## config.mk

```make
export PLATFORM = sky130hd
export DESIGN_NAME = reading_smoothing_filter
export DESIGN_NICKNAME = d
export VERILOG_FILES = /design/src/rtl/filter_pkg.sv /design/src/rtl/reading_fifo.sv /design/src/rtl/point_divider.sv /design/src/rtl/reading_smoothing_filter.sv
export SDC_FILE = /design/constraint.sdc
export NUM_CORES = 1
export LEC_CHECK = 0
export ABC_CLOCK_PERIOD_IN_PS = 24900
export BUFFER_PORTS_ARGS = -buffer_cell sky130_fd_sc_hd__buf_4
export CAP_MARGIN = 20
export CORE_MARGIN = 1
export CORE_UTILIZATION = 50
export CTS_BUF_LIST = sky130_fd_sc_hd__clkbuf_4 sky130_fd_sc_hd__clkbuf_8
export CTS_CLUSTER_SIZE = 28
export DETAILED_ROUTE_END_ITERATION = 10
export PLACE_DENSITY_LB_ADDON = 0.2
export REMOVE_ABC_BUFFERS = 1
export SETUP_SLACK_MARGIN = 0.2
export SYNTH_ARGS = -nofsm -noshare
export SYNTH_HDL_FRONTEND = slang
export SYNTH_SLANG_ARGS = --single-unit
```

## constraint.sdc

```tcl
create_clock -name sys_clk -period 24.9 [get_ports sys_clk]
set_input_delay 1.245 -clock sys_clk [delete_from_list [all_inputs] [get_ports sys_clk]]
set_output_delay 1.245 -clock sys_clk [all_outputs]
set_load 0.005 [all_outputs]
```

## src/rtl/filter_pkg.sv

```systemverilog
// Purpose: shared constants for the reading smoothing filter
// Assumes: 24-bit unsigned readings, two sensor inputs, APB register access
// Notes: register offsets are byte addresses of aligned 32-bit words
package filter_pkg;

	localparam int READ_W = 24;
	localparam int FRAC_W = 8;
	localparam int FILT_W = READ_W + FRAC_W;
	localparam int PTS_W = 7;
	localparam int WIN_W = 4;
	localparam int ADDR_W = 8;
	localparam int NUM_IN = 2;
	localparam int FIFO_DEPTH = 8;
	localparam int FIFO_W = READ_W + 1;
	localparam int DIV_STEPS = FILT_W;
	localparam int CNT_W = 6;

	localparam logic [7:0] PTS_MIN = 8'h02;
	localparam logic [7:0] PTS_MAX = 8'h40;
	localparam logic [7:0] PTS_DEF = 8'h08;
	localparam logic [7:0] WIN_MIN = 8'h01;
	localparam logic [7:0] WIN_MAX = 8'h0a;
	localparam logic [7:0] WIN_DEF = 8'h01;
	localparam logic [31:0] PCT_SCALE = 32'h0000_0064;
	localparam logic [READ_W-1:0] FS_DEF = 24'hff_ffff;
	localparam logic [FRAC_W-1:0] FRAC_ZERO = 8'h00;

	localparam logic [ADDR_W-1:0] OFS_CTRL = 8'h00;
	localparam logic [ADDR_W-1:0] OFS_PTS_A = 8'h04;
	localparam logic [ADDR_W-1:0] OFS_PTS_B = 8'h08;
	localparam logic [ADDR_W-1:0] OFS_WIN_A = 8'h0c;
	localparam logic [ADDR_W-1:0] OFS_WIN_B = 8'h10;
	localparam logic [ADDR_W-1:0] OFS_FS_A = 8'h14;
	localparam logic [ADDR_W-1:0] OFS_FS_B = 8'h18;
	localparam logic [ADDR_W-1:0] OFS_DISP_A = 8'h1c;
	localparam logic [ADDR_W-1:0] OFS_DISP_B = 8'h20;
	localparam logic [ADDR_W-1:0] OFS_STATUS = 8'h24;

	localparam int BIT_EN_A = 0;
	localparam int BIT_EN_B = 1;
	localparam int BIT_ST_BUSY = 0;
	localparam int BIT_ST_PRIMED_A = 1;
	localparam int BIT_ST_PRIMED_B = 2;

	typedef enum logic [1:0] {ST_IDLE, ST_CHECK, ST_DIVIDE} filt_state_e;

endpackage

```

## src/rtl/reading_fifo.sv

```systemverilog
// Purpose: small first-in first-out buffer for incoming readings
// Assumes: one clock, push and pop by valid/ready handshakes
// Notes: output word sits in a register, so one more word is held there
`timescale 1ns/1ps
module reading_fifo #(
	parameter int WIDTH = 25,
	parameter int DEPTH = 8
)
(
	input wire logic sys_clk,
	input wire logic reset_n,
	input wire logic in_valid,
	output logic in_ready,
	input wire logic [WIDTH-1:0] in_data,
	output logic out_valid,
	input wire logic out_ready,
	output logic [WIDTH-1:0] out_data
);
	localparam int PW = $clog2(DEPTH);
	localparam logic [PW:0] FULL_CNT = (PW + 1)'(DEPTH);

	logic [WIDTH-1:0] mem_q [DEPTH];
	logic [PW-1:0] wptr_q;
	logic [PW-1:0] rptr_q;
	logic [PW:0] count_q;
	logic [PW:0] count_d;
	logic push;
	logic pop;

	assign push = in_valid && in_ready;
	assign pop = (count_q != '0) && (!out_valid || out_ready);
	assign count_d = count_q + (PW + 1)'(push) - (PW + 1)'(pop);

	always_ff @(posedge sys_clk)
	begin
		if (push)
			mem_q[wptr_q] <= in_data;
	end

	always_ff @(posedge sys_clk or negedge reset_n)
	begin
		if (!reset_n)
		begin
			wptr_q <= '0;
			rptr_q <= '0;
			count_q <= '0;
			in_ready <= 1'b0;
		end
		else
		begin
			wptr_q <= push ? wptr_q + 1'b1 : wptr_q;
			rptr_q <= pop ? rptr_q + 1'b1 : rptr_q;
			count_q <= count_d;
			in_ready <= (count_d != FULL_CNT);
		end
	end

	always_ff @(posedge sys_clk or negedge reset_n)
	begin
		if (!reset_n)
		begin
			out_valid <= 1'b0;
			out_data <= '0;
		end
		else if (pop)
		begin
			out_valid <= 1'b1;
			out_data <= mem_q[rptr_q];
		end
		else if (out_ready)
			out_valid <= 1'b0;
	end

endmodule

```

## src/rtl/point_divider.sv

```systemverilog
// Purpose: unsigned serial divider for the smoothing weight
// Assumes: divisor never zero, start only while idle
// Notes: one quotient bit per clock, done pulses once at the end
`timescale 1ns/1ps
module point_divider
	import filter_pkg::*;
(
	input wire logic sys_clk,
	input wire logic reset_n,
	input wire logic start,
	input wire logic [FILT_W-1:0] dividend,
	input wire logic [PTS_W-1:0] divisor,
	output logic done,
	output logic [FILT_W-1:0] quotient
);
	logic [PTS_W:0] rem_q;
	logic [PTS_W:0] trial;
	logic [PTS_W-1:0] div_q;
	logic [CNT_W-1:0] cnt_q;
	logic busy_q;
	logic fit;

	assign trial = {rem_q[PTS_W-1:0], quotient[FILT_W-1]};
	assign fit = trial >= {1'b0, div_q};

	always_ff @(posedge sys_clk or negedge reset_n)
	begin
		if (!reset_n)
		begin
			rem_q <= '0;
			div_q <= '0;
			cnt_q <= '0;
			busy_q <= 1'b0;
			done <= 1'b0;
			quotient <= '0;
		end
		else
		begin
			done <= 1'b0;
			if (start)
			begin
				rem_q <= '0;
				div_q <= divisor;
				quotient <= dividend;
				cnt_q <= '0;
				busy_q <= 1'b1;
			end
			else if (busy_q)
			begin
				rem_q <= fit ? trial - {1'b0, div_q} : trial;
				quotient <= {quotient[FILT_W-2:0], fit};
				cnt_q <= cnt_q + 1'b1;
				if (cnt_q == CNT_W'(DIV_STEPS - 1))
				begin
					busy_q <= 1'b0;
					done <= 1'b1;
				end
			end
		end
	end

endmodule

```

## src/rtl/reading_smoothing_filter.sv

```systemverilog
// Purpose: exponential smoothing of two sensor reading streams for display
// Assumes: readings arrive from same-clock front end logic with valid/ready
// Notes: registers on APB, zero wait states, filter keeps 8 fraction bits
//
// Overview of operation
// [RQ1] with filtering on, every reading of that input is smoothed, none skipped
// [RQ2] running average: one new filtered value for each new reading
// [RQ3] filtered values go to display output; control output gets raw readings
// [RQ4] each point is one reading; more points smooth more, respond slower
// [RQ5] point count per input is 2 to 64, 8 after reset
// [RQ6] restart when one reading differs from filtered value beyond window
// [RQ7] window is 1% to 10% of input full scale, 1% after reset
// [RQ8] independent enable per input; disabled input displays raw reading
// [RQ9] on restart, load filtered value with the reading, then smooth on
// [RQ10] filtered value moves by (reading minus filtered value) divided by N
`timescale 1ns/1ps
module reading_smoothing_filter
	import filter_pkg::*;
(
	input wire logic sys_clk,
	input wire logic reset_n,
	input wire logic psel,
	input wire logic penable,
	input wire logic pwrite,
	input wire logic [ADDR_W-1:0] paddr,
	input wire logic [31:0] pwdata,
	output logic [31:0] prdata,
	output logic pready,
	output logic pslverr,
	input wire logic rd_valid,
	input wire logic rd_chan,
	input wire logic [READ_W-1:0] rd_data,
	output logic rd_ready,
	output logic ctrl_valid,
	output logic ctrl_chan,
	output logic [READ_W-1:0] ctrl_data,
	output logic disp_valid,
	output logic disp_chan,
	output logic [READ_W-1:0] disp_data,
	output logic disp_restart
);

	function automatic logic [7:0] clamp(input logic [31:0] v, input logic [7:0] lo,
		input logic [7:0] hi);
		logic [7:0] r;
		r = v[7:0];
		if (v < {24'h00_0000, lo})
			r = lo;
		else if (v > {24'h00_0000, hi})
			r = hi;
		return r;
	endfunction

	function automatic logic [READ_W-1:0] abs_sub(input logic [READ_W-1:0] a,
		input logic [READ_W-1:0] b);
		logic [READ_W-1:0] r;
		r = (a >= b) ? a - b : b - a;
		return r;
	endfunction

	// configuration
	logic [NUM_IN-1:0] en_q;
	logic [PTS_W-1:0] pts_q [NUM_IN];
	logic [WIN_W-1:0] win_q [NUM_IN];
	logic [READ_W-1:0] fs_q [NUM_IN];

	// filter state
	logic [FILT_W-1:0] filt_q [NUM_IN];
	logic [READ_W-1:0] shown_q [NUM_IN];
	logic [NUM_IN-1:0] primed_q;
	filt_state_e state_q;
	logic chan_q;
	logic [READ_W-1:0] raw_q;
	logic neg_q;

	// fifo and divider links
	logic fifo_valid;
	logic fifo_ready;
	logic [FIFO_W-1:0] fifo_data;
	logic div_start;
	logic div_done;
	logic [FILT_W-1:0] div_quo;

	// datapath terms
	logic [FILT_W:0] diff;
	logic [FILT_W-1:0] mag;
	logic [READ_W-1:0] err;
	logic [31:0] err_scaled;
	logic [31:0] limit_scaled;
	logic out_window;
	logic [FILT_W-1:0] filt_next;

	// register access
	logic wr_acc;
	logic [31:0] rd_word;
	logic rd_bad;

	reading_fifo #(
		.WIDTH(FIFO_W),
		.DEPTH(FIFO_DEPTH)
	) u_fifo (
		.sys_clk(sys_clk),
		.reset_n(reset_n),
		.in_valid(rd_valid),
		.in_ready(rd_ready),
		.in_data({rd_chan, rd_data}),
		.out_valid(fifo_valid),
		.out_ready(fifo_ready),
		.out_data(fifo_data)
	);

	// more points divide the step further: stronger smoothing, slower response
	point_divider u_div (
		.sys_clk(sys_clk),
		.reset_n(reset_n),
		.start(div_start),
		.dividend(mag),
		.divisor(pts_q[chan_q]), // RQ4
		.done(div_done),
		.quotient(div_quo)
	);

	// a new reading is taken only while idle, so none is dropped
	assign fifo_ready = (state_q == ST_IDLE); // RQ1

	assign diff = {1'b0, raw_q, FRAC_ZERO} - {1'b0, filt_q[chan_q]};
	assign mag = diff[FILT_W] ? FILT_W'(-diff) : diff[FILT_W-1:0];

	// window test without division: err*100 > full_scale*percent
	assign err = abs_sub(raw_q, filt_q[chan_q][FILT_W-1:FRAC_W]);
	assign err_scaled = 32'(err) * PCT_SCALE; // RQ7
	assign limit_scaled = 32'(fs_q[chan_q]) * 32'(win_q[chan_q]); // RQ7
	assign out_window = err_scaled > limit_scaled; // RQ6

	// weight 1/N applied toward the new reading
	assign filt_next = neg_q ? filt_q[chan_q] - div_quo : filt_q[chan_q] + div_quo; // RQ10

	// the divider runs only for a primed, enabled input whose reading is inside the window
	assign div_start = (state_q == ST_CHECK) && en_q[chan_q] && primed_q[chan_q] && !out_window;

	// sequencing of one reading
	always_ff @(posedge sys_clk or negedge reset_n)
	begin
		if (!reset_n)
		begin
			state_q <= ST_IDLE;
			chan_q <= 1'b0;
			raw_q <= '0;
			neg_q <= 1'b0;
		end
		else
		begin
			unique case (state_q)
				ST_IDLE:
				begin
					if (fifo_valid)
					begin
						chan_q <= fifo_data[FIFO_W-1];
						raw_q <= fifo_data[READ_W-1:0];
						state_q <= ST_CHECK;
					end
				end
				ST_CHECK:
				begin
					neg_q <= diff[FILT_W];
					state_q <= div_start ? ST_DIVIDE : ST_IDLE;
				end
				ST_DIVIDE:
				begin
					if (div_done)
						state_q <= ST_IDLE;
				end
			endcase
		end
	end

	// filtered value and restart tracking per input
	always_ff @(posedge sys_clk or negedge reset_n)
	begin
		if (!reset_n)
		begin
			for (int i = 0; i < NUM_IN; i++)
				filt_q[i] <= '0;
			primed_q <= '0;
		end
		else
		begin
			// a disabled input forgets its history, so enabling it again restarts it
			for (int i = 0; i < NUM_IN; i++)
			begin
				if (!en_q[i])
					primed_q[i] <= 1'b0; // RQ8
			end
			if (state_q == ST_CHECK && en_q[chan_q] && (!primed_q[chan_q] || out_window))
			begin
				filt_q[chan_q] <= {raw_q, FRAC_ZERO}; // RQ9
				primed_q[chan_q] <= 1'b1;
			end
			else if (state_q == ST_DIVIDE && div_done)
			begin
				filt_q[chan_q] <= filt_next; // RQ2
			end
		end
	end

	// raw readings go to the control side as soon as taken
	always_ff @(posedge sys_clk or negedge reset_n)
	begin
		if (!reset_n)
		begin
			ctrl_valid <= 1'b0;
			ctrl_chan <= 1'b0;
			ctrl_data <= '0;
		end
		else
		begin
			// control loops always act on the unfiltered reading
			ctrl_valid <= fifo_valid && fifo_ready; // RQ3
			if (fifo_valid && fifo_ready)
			begin
				ctrl_chan <= fifo_data[FIFO_W-1];
				ctrl_data <= fifo_data[READ_W-1:0]; // RQ3
			end
		end
	end

	// display side: exactly one value per reading
	always_ff @(posedge sys_clk or negedge reset_n)
	begin
		if (!reset_n)
		begin
			disp_valid <= 1'b0;
			disp_chan <= 1'b0;
			disp_data <= '0;
			disp_restart <= 1'b0;
			for (int i = 0; i < NUM_IN; i++)
				shown_q[i] <= '0;
		end
		else
		begin
			disp_valid <= 1'b0;
			disp_restart <= 1'b0;
			if (state_q == ST_CHECK && !div_start)
			begin
				// disabled input, first reading or window restart: show raw
				disp_valid <= 1'b1; // RQ2
				disp_chan <= chan_q;
				disp_data <= raw_q; // RQ8
				disp_restart <= en_q[chan_q]; // RQ6
				shown_q[chan_q] <= raw_q;
			end
			else if (state_q == ST_DIVIDE && div_done)
			begin
				disp_valid <= 1'b1; // RQ1
				disp_chan <= chan_q;
				// integer part only; the fraction stays inside the filter
				disp_data <= filt_next[FILT_W-1:FRAC_W]; // RQ3
				shown_q[chan_q] <= filt_next[FILT_W-1:FRAC_W];
			end
		end
	end

	// apb slave: read data and error are latched in the setup cycle
	assign wr_acc = psel && penable && pready && pwrite;

	always_comb
	begin
		rd_word = 32'h0000_0000;
		rd_bad = 1'b0;
		unique case (paddr)
			OFS_CTRL: rd_word = 32'(en_q);
			OFS_PTS_A: rd_word = 32'(pts_q[0]);
			OFS_PTS_B: rd_word = 32'(pts_q[1]);
			OFS_WIN_A: rd_word = 32'(win_q[0]);
			OFS_WIN_B: rd_word = 32'(win_q[1]);
			OFS_FS_A: rd_word = 32'(fs_q[0]);
			OFS_FS_B: rd_word = 32'(fs_q[1]);
			OFS_DISP_A: rd_word = 32'(shown_q[0]);
			OFS_DISP_B: rd_word = 32'(shown_q[1]);
			OFS_STATUS:
			begin
				rd_word[BIT_ST_BUSY] = (state_q != ST_IDLE) || fifo_valid;
				rd_word[BIT_ST_PRIMED_A] = primed_q[0];
				rd_word[BIT_ST_PRIMED_B] = primed_q[1];
			end
			default: rd_bad = 1'b1;
		endcase
	end

	always_ff @(posedge sys_clk or negedge reset_n)
	begin
		if (!reset_n)
		begin
			pready <= 1'b0;
			pslverr <= 1'b0;
			prdata <= '0;
		end
		else
		begin
			pready <= psel && !penable;
			// the error flag stands with pready only, never past the access cycle
			pslverr <= psel && !penable && rd_bad;
			if (psel && !penable)
			begin
				prdata <= pwrite ? 32'h0000_0000 : rd_word;
			end
		end
	end

	// configuration registers; out-of-range writes are clamped
	always_ff @(posedge sys_clk or negedge reset_n)
	begin
		if (!reset_n)
		begin
			en_q <= '0;
			for (int i = 0; i < NUM_IN; i++)
			begin
				pts_q[i] <= PTS_DEF[PTS_W-1:0]; // RQ5
				win_q[i] <= WIN_DEF[WIN_W-1:0]; // RQ7
				fs_q[i] <= FS_DEF;
			end
		end
		else if (wr_acc)
		begin
			unique case (paddr)
				OFS_CTRL:
				begin
					en_q[0] <= pwdata[BIT_EN_A]; // RQ8
					en_q[1] <= pwdata[BIT_EN_B]; // RQ8
				end
				OFS_PTS_A: pts_q[0] <= PTS_W'(clamp(pwdata, PTS_MIN, PTS_MAX)); // RQ5
				OFS_PTS_B: pts_q[1] <= PTS_W'(clamp(pwdata, PTS_MIN, PTS_MAX)); // RQ5
				OFS_WIN_A: win_q[0] <= WIN_W'(clamp(pwdata, WIN_MIN, WIN_MAX)); // RQ7
				OFS_WIN_B: win_q[1] <= WIN_W'(clamp(pwdata, WIN_MIN, WIN_MAX)); // RQ7
				OFS_FS_A: fs_q[0] <= pwdata[READ_W-1:0];
				OFS_FS_B: fs_q[1] <= pwdata[READ_W-1:0];
				default:
				begin
				end
			endcase
		end
	end

endmodule

```

# ---- Word-level counts from Yosys, hierarchy flattened
# Memories as Yosys holds them, arrays and structs flattened. A register that Yosys moved wholly into a read port is not among the register bits.
# Index checks and enable logic that the tools add are counted.
# W data, S select, Z words.
dict set report totals {
  word_cells 195
  input_bits 71
  register_bits 367
  ram_bits 200
  memories 1
}
dict set report op_classes {
  n_eq_ne 15
  n_addsub 12
  bitwise 2
  reduce_logical 43
  multipliers 2
  muxes 72
  n_lt_le_gt_ge 11
}
# memory depth width read_ports rd_ports_with_merged_regs write_ports line_no
set mem_list {}
lappend mem_list {u_fifo.mem_q 8 25 1 1 1 reading_fifo.sv:22} ;# logic [WIDTH-1:0] mem_q [DEPTH];
# cell count
set op_table {}
lappend op_table {{$mux W32} 9}
lappend op_table {{$mux W24} 7}
lappend op_table {{$pmux W21 S8} 1}
lappend op_table {{$bwmux W64} 2}
lappend op_table {{$mux W64} 2}
lappend op_table {{$bwmux W48} 2}
lappend op_table {{$mux W48} 2}
lappend op_table {{$mux W7} 8}
lappend op_table {{$sub A24 B24 Y24} 2}
lappend op_table {{$sub A32 B32 Y33} 1}
lappend op_table {{$add A32 B32 Y32} 1}
lappend op_table {{$demux W32 S1} 1}
lappend op_table {{$eq A8 B5 Y1 const B} 4}
lappend op_table {{$gt A32 B4 Y1 const B} 1}
lappend op_table {{$gt A32 B7 Y1 const B} 1}
lappend op_table {{$lt A32 B1 Y1 const B} 1}
lappend op_table {{$lt A32 B2 Y1 const B} 1}
lappend op_table {{$neg A32 Y32} 1}
lappend op_table {{$sub A32 B32 Y32} 1}
lappend op_table {{$gt A31 B28 Y1} 1}
lappend op_table {{$pmux W3 S10} 1}
lappend op_table {{$mul A24 B5 Y29 const B} 1}
lappend op_table {{$mul A24 B4 Y28} 1}
lappend op_table {{$demux W24 S1} 1}
lappend op_table {{other kinds (36)} 104}

# ---- Longest topological paths before layout
# Gate-level depths: netlist of run 1.
dict set report depth {
  word_depth 13
  depth_mapped 51
}

# ---- Cells and area by module
# A second synthesis of run 1 with hierarchy kept.
dict set report hier_totals {
  cells_unflattened 3655
  hier_area_um2 36806.6
}
# mod area_per_inst_um2 cells_each instances
set modules_own_cells {}
lappend modules_own_cells {reading_smoothing_filter 24842.6 2827 1}
lappend modules_own_cells {reading_fifo 9132.5 541 1}
lappend modules_own_cells {point_divider 2831.5 287 1}

# ---- Worst setup path before layout of run 1
# No wires, ideal clock.
dict set report synth_path {
  path_kind {reg-to-reg}
  startpoint {register chan_q}
  endpoint {register shown_q[19] (netlist name)}
  path_stages_with_launch 47
  arrival_time_ns 10.250
  setup_ns 0.121
  slack_ns 14.529
  cell_sequence {dfrtp_1 -> buf_4 -> buf_6 -> clkbuf_1 -> clkbuf_1 -> buf_1 -> mux2i_1 -> inv_1 -> ha_1 -> buf_2 -> and4_1 -> and2_1 -> a22oi_1 -> a31oi_1 -> nor2_1 -> clkbuf_1 -> mux2i_1 -> xnor2_1 -> [11 not listed] -> o21ai_0 -> nand2b_1 -> and2_1 -> o21ai_0 -> nand2b_1 -> xor2_1 -> ha_1 -> and4_1 -> a311o_1 -> a211oi_1 -> nand3_1 -> a2bb2oi_1 -> a32oi_2 -> o41ai_4 -> nand2_1 -> buf_2 -> a2bb2oi_1 -> o22a_1}
}
dict set report synth_via {
  elab_chain_cells 13
  elab_cells_between_ends 40
  cone_classes {add/sub: 4; mul: 2; order compare: 4; mux: 21; bitwise: 1; reduce/logical: 8}
}
# item line_no
set synth_rtl {}
lappend synth_rtl {{from (decl)} reading_smoothing_filter.sv:72} ;# logic chan_q;
lappend synth_rtl {{from (signal assigned)} reading_smoothing_filter.sv:158} ;# chan_q <= fifo_data[FIFO_W-1];
lappend synth_rtl {{$not A1 Y2 (not written as such)} -}
lappend synth_rtl {{$mux W32 (not written as such) (3 in series)} {reading_smoothing_filter.sv:130, reading_smoothing_filter.sv:136}}
lappend synth_rtl {{$sub A24 B24 Y24 or $ge A24 B24 Y1 (tied branches)} reading_smoothing_filter.sv:57} ;# r = (a >= b) ? a - b : b - a;
lappend synth_rtl {{$mux W24} reading_smoothing_filter.sv:57}
lappend synth_rtl {{$mul A24 B5 Y29} reading_smoothing_filter.sv:131} ;# assign err_scaled = 32'(err) * PCT_SCALE;
lappend synth_rtl {{$gt A31 B28 Y1} reading_smoothing_filter.sv:133} ;# assign out_window = err_scaled > limit_scaled;
lappend synth_rtl {{$logic_not A1 Y1} reading_smoothing_filter.sv:139} ;# assign div_start = (state_q == ST_CHECK) && en_q[chan_q] && primed_q[chan_q] && !out_window;
lappend synth_rtl {{$logic_and A1 B1 Y1} reading_smoothing_filter.sv:139}
lappend synth_rtl {{$logic_not A1 Y1} reading_smoothing_filter.sv:243} ;# if (state_q == ST_CHECK && !div_start)
lappend synth_rtl {{$logic_and A1 B1 Y1} reading_smoothing_filter.sv:243}
lappend synth_rtl {{$mux W48 or $reduce_bool A2 Y1 (tied branches)} -}
lappend synth_rtl {{to (signal, indexed assignment)} reading_smoothing_filter.sv:250} ;# shown_q[chan_q] <= raw_q;
lappend synth_rtl {{to (signal, indexed assignment)} reading_smoothing_filter.sv:258} ;# shown_q[chan_q] <= filt_next[FILT_W-1:FRAC_W];
lappend synth_rtl {{to (decl)} reading_smoothing_filter.sv:69} ;# logic [READ_W-1:0] shown_q [NUM_IN];
# Parallel ways exist; a longest one is shown, timed or not. The select of a mux whose other input is x is not followed.
# A chain may end at the register's enable or synchronous reset.

# ---- Worst setup path after layout of run 1
dict set report layout_path {
  startpoint {register chan_q}
  endpoint {register shown_q[5] (netlist name)}
}
# Same word-level chain as after synthesis.

==> results of run 1 <==
[worst register-to-register path: cells and delay by family, from the launching register on]
| kind | cells | cell delay [ns] |
|---|---|---|
| simple gates | 3 | 1.39 |
| buf+inv | 6 | 1.70 |
| flops | 1 | 0.84 |
| mux | 1 | 0.36 |
| fa+ha+maj | 6 | 2.45 |
| compound gates | 22 | 5.56 |
| xor+xnor | 2 | 0.38 |
[layer usage]
metal	share of wire (%)	vias up	wire length (µm)	global-route usage, %
met5	0	-	0	0
met4	3.6	0	3730	10.8
met3	6.3	185	6520	4.92
met2	47	899	48300	46.0
met1	43	13600	44700	38.1
li1	-	12900	-	-
[per-stage QoR]
stage / cell area (µm²) / cells
final: 39900 / 4645
after global routing: 39900 / 4645
after CTS: 39900 / 4643
after detailed placement: 37900 / 4470
after global placement: 37900 / 4470
after floorplan: 35100 / 3338
[final timing paths]
kind | endpoint | slack [ns] | cells after the start
worst max-delay path | shown_q[5] | 12.01 | 40
worst min-delay path | prdata[23] | 0.48 | 1
worst max register to register | shown_q[5] | 12.01 | 40
worst min register to register | prdata[23] | 0.48 | 1
max in group asynchronous | fs_q[20] | 22.58 | 4
min in group asynchronous | prdata[1] | 0.55 | 1
[cells in the mapped netlist, types with 9 or more instances]
library cell	n	area (µm²)
mux4_2	52	1170
dfstp_2	52	1370
nand2b_1	25	156
a21oi_1	262	1310
nor3b_1	12	90.1
a31oi_1	43	269
nor2_1	267	1000
a2bb2oi_1	15	131
a221oi_1	26	228
o21bai_1	21	158
nand3_1	42	210
nor3_1	50	250
fa_1	67	1340
buf_2	27	135
buf_4	9	67.6
clkbuf_1	119	447
nand2_1	315	1180
nand4_1	28	175
and3_1	11	68.8
xor2_1	69	604
inv_1	246	923
a21o_1	70	526
o22ai_1	18	113
o31ai_1	11	82.6
o211ai_1	16	120
mux2i_1	71	711
edfxtp_1	200	6010
nor4_1	18	113
o21a_1	19	143
mux2_2	101	1140
a22o_1	29	254
o21ai_0	177	886
and2_1	16	100
nor2b_1	65	407
xnor2_1	131	1150
a221o_1	9	90.1
buf_1	18	67.6
a211oi_1	53	398
ha_1	233	2920
dfrtp_1	307	7680
o22a_1	53	464
[cells by family after synthesis]
kind of cell,share of synthesized area [%]
AOI/OAI and AO/OA,16.8
DFF,42.0
adders and majority gates,11.9
muxes,8.43
and+or+nand+nor,11.3
xor gates and xnor gates,4.89
buffers and inverters,4.62
other,0.0105
[cell type report]
cell class	count	area, µm²	area share, %
inverter	247	927	2.32
antenna	1	2.50	0.00627
sequential	559	15100	37.7
timing repair buffer	193	1480	3.70
multi-input combinational	2532	19200	48.2
tap	940	1180	2.95
clock buffer	140	1700	4.26
clock inverter	33	315	0.790
[sequential cells by signal (all words and copies together), names as in the netlist, 2 cells and up]
signal           count
u_fifo.mem_q       200
filt_q              64
fs_q                48
shown_q             48
u_div.quotient      32
u_fifo.out_data     25
disp_data           24
prdata              24
raw_q               24
pts_q               14
win_q                8
u_div.div_q          7
u_div.rem_q          7
u_div.cnt_q          6
u_fifo.count_q       4
u_fifo.rptr_q        3
u_fifo.wptr_q        3
en_q                 2
primed_q             2
state_q              2
[cells in the final DEF (no fill, tap or decap), types with 70 or more instances in the layout]
cell      count
mux2i_1      70
inv_1       245
mux2_2      101
nor2_1      260
a21o_1       70
buf_4       191
clkbuf_8    104
nand2_1     314
edfxtp_1    200
dfrtp_1     303
xnor2_1     131
ha_1        233
a21oi_1     256
o21ai_0     177
==> results.toml, run 1 <==
[run_status]
run_status = "complete, no violations"

[clock_tree]
cts_root_buffer_type = "clkbuf_8"
cts_max_level = 3
cts_hold_repair.buffers = 0
cts-buffers-inserted = 94
cts_tree = "yes"
clk_transition_reported_paths_ns = 0.07
max-clock-path-buffers = 3
worst_skew_late_latency_ns = 0.74
tritoncts_num_sinks = 559
postCtsSetupBuffers = 0
ctsResizeCount = 0

[floorplan]
standard_cell_rows = 97
placeableCoreArea_um2 = 70500
initial_core_util_pct = 50.8
io-pin-count = 159
floorplan.die.height_um = 270
die_w_um = 270
fp.dieArea_um2 = 72700

[worst_hold_path]
min-delay-path-class = "reg2reg"
worst_hold_startpoint = "prdata[23]"

[timing]
minimum_clock_period_ns = 12.89
rsz0062_at_grt = "no"
finalMaxSlewViolations = 0
setup_total_negative_slack_ns = 0
worst-slew-pin-transition_ns = 1.17
max_clock_freq_mhz = 77.6
period_share_pct = 51.8
report.final.setup_viol = 0
final-hold-violation-count = 0
slew-limit-headroom_pct = 21.7
setup_slack_ns = 12.01
clock_skew_after_layout_ns = 0.0571
holdWs_ns = 0.479

[grt]
grt.overflow.total = 0
wire_length_of_the_first_global_routing_pass_mm = 161
track_usage_pct = 28.4
first_global_vias = 27600
antenna_found_initial = 1
grt_start_max_net_pins = 94

[cells_and_area]
postLayoutCoreUtil_pct = 56.6
synthToLayoutAreaGrowth_pct = 11.4
num-nets-final = 3998
nFillCells = 6152
drive_gt1_share_pct = 16.5

[logic_synthesis]
yosysWarnings = 0
synth.distinct_cells = 92
postSynth.asyncResetShare_pct = 64.2
synth_seq_cells = 559
synth-seq-area-share_pct = 42.0
synth_flop_cell = "dfrtp_1"
post_synth.cell_area_avg_um2 = 10.2
synth_area_um2 = 35800
number_of_synthesized_flops_with_an_enable_pin = 200
synthCells = 3505

[detailed_routing]
per_cell_routed_wire_length_um = 22.2
firstDrtPassIters = 6
vias_per_cell = 5.94
final_antenna_net_count = 0
post-route-drc-count = 0
num_vias = 27600
drt-initial-drc-count = 2218
routed_wirelength_mm = 103

[placed_design]
preCtsSetupSlack_ns = 12.23
place.detailed.hpwl_mm = 75.6
global_placer_s_final_weighted_congestion = 0.978
port-buffer-count = 150

[worst_setup_path]
reg2reg_from = "chan_q"
timing.setup.critical_path_class = "reg2reg"
required_ns = 25.43
critical-path-slowest-cell = "dfrtp_4"
cp_top_family = "compound AO/OA/AOI/OAI gates"
critical_path_peak_fanout = 48
cpMostUsedCell = "a21oi_1"
cpPeakStageDelay_ns = 0.84
worst_setup_path_startpoint = "chan_q"
critical_path.startpoint_type = "flop"
cp_data_arrival_time_ns = 13.42
worstSetupEndpointType = "flop"
worst-path-buf-inv = 6

[job]
timing.max_cap.violations = 0
Power of run 1 is not shown: default switching activity piles up to over one toggle a cycle in this logic, so the estimate is an artifact.
==> run 2, diff against run 1 <==
--- a/config.mk
+++ b/config.mk
@@ -5,7 +5,8 @@
 export SDC_FILE = /design/constraint.sdc
 export NUM_CORES = 1
 export LEC_CHECK = 0
-export ABC_CLOCK_PERIOD_IN_PS = 24900
+export ABC_AREA = 1
+export ABC_CLOCK_PERIOD_IN_PS = 10400
 export BUFFER_PORTS_ARGS = -buffer_cell sky130_fd_sc_hd__buf_4
 export CAP_MARGIN = 20
 export CORE_MARGIN = 1
==> constraint.sdc (replaced) <==
create_clock -name sys_clk -period 10.4 [get_ports sys_clk]
set_input_delay 0.52 -clock sys_clk [delete_from_list [all_inputs] [get_ports sys_clk]]
set_output_delay 0.52 -clock sys_clk [all_outputs]
set_load 0.005 [all_outputs]
==> run 2 against run 1 <==
Routed wire length rose by 16%. Highest routed layer unchanged. Critical path type unchanged. Count of clock-buffer cells in the layout decreased by 2. Worst setup slack got worse by 11 ns.
==> results.toml, run 2 <==
[run_status]
run_status = "complete, no violations"

[floorplan]
floorplan.die.height_um = 279
die_w_um = 279
fp.dieArea_um2 = 78100
placeableCoreArea_um2 = 76100
standard_cell_rows = 101
initial_core_util_pct = 50.6
io-pin-count = 159

[grt]
grt_start_max_net_pins = 122
track_usage_pct = 30.3
antenna_found_initial = 1
wire_length_of_the_first_global_routing_pass_mm = 184
first_global_vias = 32900
grt.overflow.total = 0

[logic_synthesis]
synth_seq_cells = 559
synthXorXnorAreaFrac_pct = 4.26
synth_area_um2 = 38500
synth_top_family_by_area = "simple AND/OR/NAND/NOR gates"
yosysWarnings = 0
synth_compound_area_share_pct = 13.8
synth_most_common_cell = "nand2_1"
post_synth.cell_area_avg_um2 = 7.75
synth-seq-area-share_pct = 39.1
most_area_hungry_cell_type_in_the_yosys_netlist = "dfrtp_1"
number_of_synthesized_flops_with_an_enable_pin = 200
synth_top_cells_by_area = "dfrtp_1 (20%), edfxtp_1 (16%), nand2_1 (12%)"
postSynth.asyncResetShare_pct = 64.2
ys_top_cells_by_count = "nand2_1 (1250), inv_1 (633), o21ai_0 (499)"
synth.mux.area_fraction_pct = 0.107
synth_top_area_share_pct = 20.0
synthCells = 4964
synth_adder_area_share_pct = 11.1
synth_flop_cell = "dfrtp_1"
yosys.area_share.simple_pct = 22.7
synth.distinct_cells = 62

[cells_and_area]
biggestRegsByFlops = "u_fifo.mem_q: 200 flops, filt_q: 64 flops"
mostFrequentLayoutCell = "nand2_1"
regMostFlops = "u_fifo.mem_q"
number_of_flip_flops_under_the_largest_register_name = 200
drive_gt1_share_pct = 10.4
synthToLayoutAreaGrowth_pct = 10.4
postLayoutCoreUtil_pct = 55.8
final_cell_mix = "nand2_1 (1249), inv_1 (631), o21ai_0 (497)"
num-nets-final = 5428

[detailed_routing]
vias_per_cell = 5.57
final_antenna_net_count = 0
drt-initial-drc-count = 3381
firstDrtPassIters = 6
per_cell_routed_wire_length_um = 19.4
post-route-drc-count = 0
num_vias = 34300
routed_wirelength_mm = 119

[worst_setup_path]
worst_setup_path_startpoint = "chan_q"
critical_path_peak_fanout = 83
cpPeakStageDelay_ns = 0.54
critical-path-slowest-cell = "or4_1"
timing.reg2reg.setup_slack_ns = 0.78
cp_data_arrival_time_ns = 10.23
reg2reg_from = "chan_q"
required_ns = 11.01
critical_path.startpoint_type = "flop"
timing.setup.critical_path_class = "reg2reg"
cpMostUsedCell = "nand2_1"
worstSetupEndpointType = "flop"

[placed_design]
port-buffer-count = 150
preCtsSetupSlack_ns = 0.518
place.detailed.hpwl_mm = 87.4
global_placer_s_final_weighted_congestion = 0.983

[timing]
setup_total_negative_slack_ns = 0
holdWs_ns = 0.0666
finalMaxSlewViolations = 0
period_share_pct = 92.5
worst-slew-pin-transition_ns = 1.07
final-hold-violation-count = 0
slew-limit-headroom_pct = 27.8
max_clock_freq_mhz = 104
setup_slack_ns = 0.780
clock_skew_after_layout_ns = 0.0690
report.final.setup_viol = 0
minimum_clock_period_ns = 9.62
rsz0062_at_grt = "yes"

[worst_hold_path]
worst_hold_startpoint = "rd_data[19]"
min-delay-path-class = "in2reg"

[clock_tree]
cts_root_buffer_type = "clkbuf_8"
clk_transition_reported_paths_ns = 0.06
cts_tree = "yes"
max-clock-path-buffers = 3
cts-buffers-inserted = 94
worst_skew_late_latency_ns = 0.73
tritoncts_num_sinks = 559
cts_max_level = 3

[job]
timing.max_cap.violations = 0
==> run 2: worst paths after layout <==
| check | endpoint | depth (start not counted) |
|---|---|---|
| max in group asynchronous | pts_q[13] | 4 |
| hold reg to reg | filt_q[39] | 2 |
| min in group asynchronous | raw_q[9] | 2 |
| hold / removal | u_fifo.mem_q[7][19] | 1 |
| setup reg to reg | disp_data[14] | 45 |
| setup / recovery | disp_data[14] | 45 |
==> run 2: kinds of logic after synthesis <==
| logic type | count (synthesis) |
|---|---|
| AND/OR/NAND/NOR | 2127 |
| AO/OA/AOI/OAI | 920 |
| buffers and inverters | 866 |
| flip-flops | 559 |
| adder cells (fa/ha/maj) | 300 |
| XOR/XNOR | 187 |
| multiplexers | 4 |
| other | 1 |
==> run 2: layout make-up <==
class / count / area, µm²
fillers: 7260 / 33600
multi-input cells: 3547 / 20100
flip-flops and latches: 559 / 15100
inverters: 644 / 2420
clock buffers: 138 / 1720
repair buffers: 211 / 1660
well taps: 1030 / 1290
clock inverters: 37 / 245
diodes: 1 / 2.50
==> run 2: critical path, delay by kind of cell, from the launching register on <==
family / cells / cell delay (ns)
compound gates: 3 / 0.64
xor+xnor: 2 / 0.65
fa+ha+maj: 7 / 2.56
buf+inv: 10 / 1.81
flops: 1 / 0.49
simple gates: 23 / 3.29
==> run 2: per-stage QoR <==
stage | instances | area [µm²]
after floorplan | 4749 | 37500
after global placement | 5986 | 40400
after detailed placement | 5986 | 40400
after CTS | 6162 | 42400
after global routing | 6167 | 42500
final | 6167 | 42500
==> run 2: layer usage <==
metal  track usage, %  vias up  part of all wire (%)
li1                 -    16400                     -
met1             40.3    16300                    43
met2             48.5     1324                    46
met3             5.25      263                   7.4
met4             13.9        0                   4.3
met5                0        -                     0
==> run 2: what timing repair did <==
action                                  CTS  global route
hold endpoints to repair                 93             0
gates resized for setup                   0             7
hold buffers                              1             0
endpoints found under the setup margin    0           176
buffers inserted                          0             3
Power of run 2 is left out for the same reason.
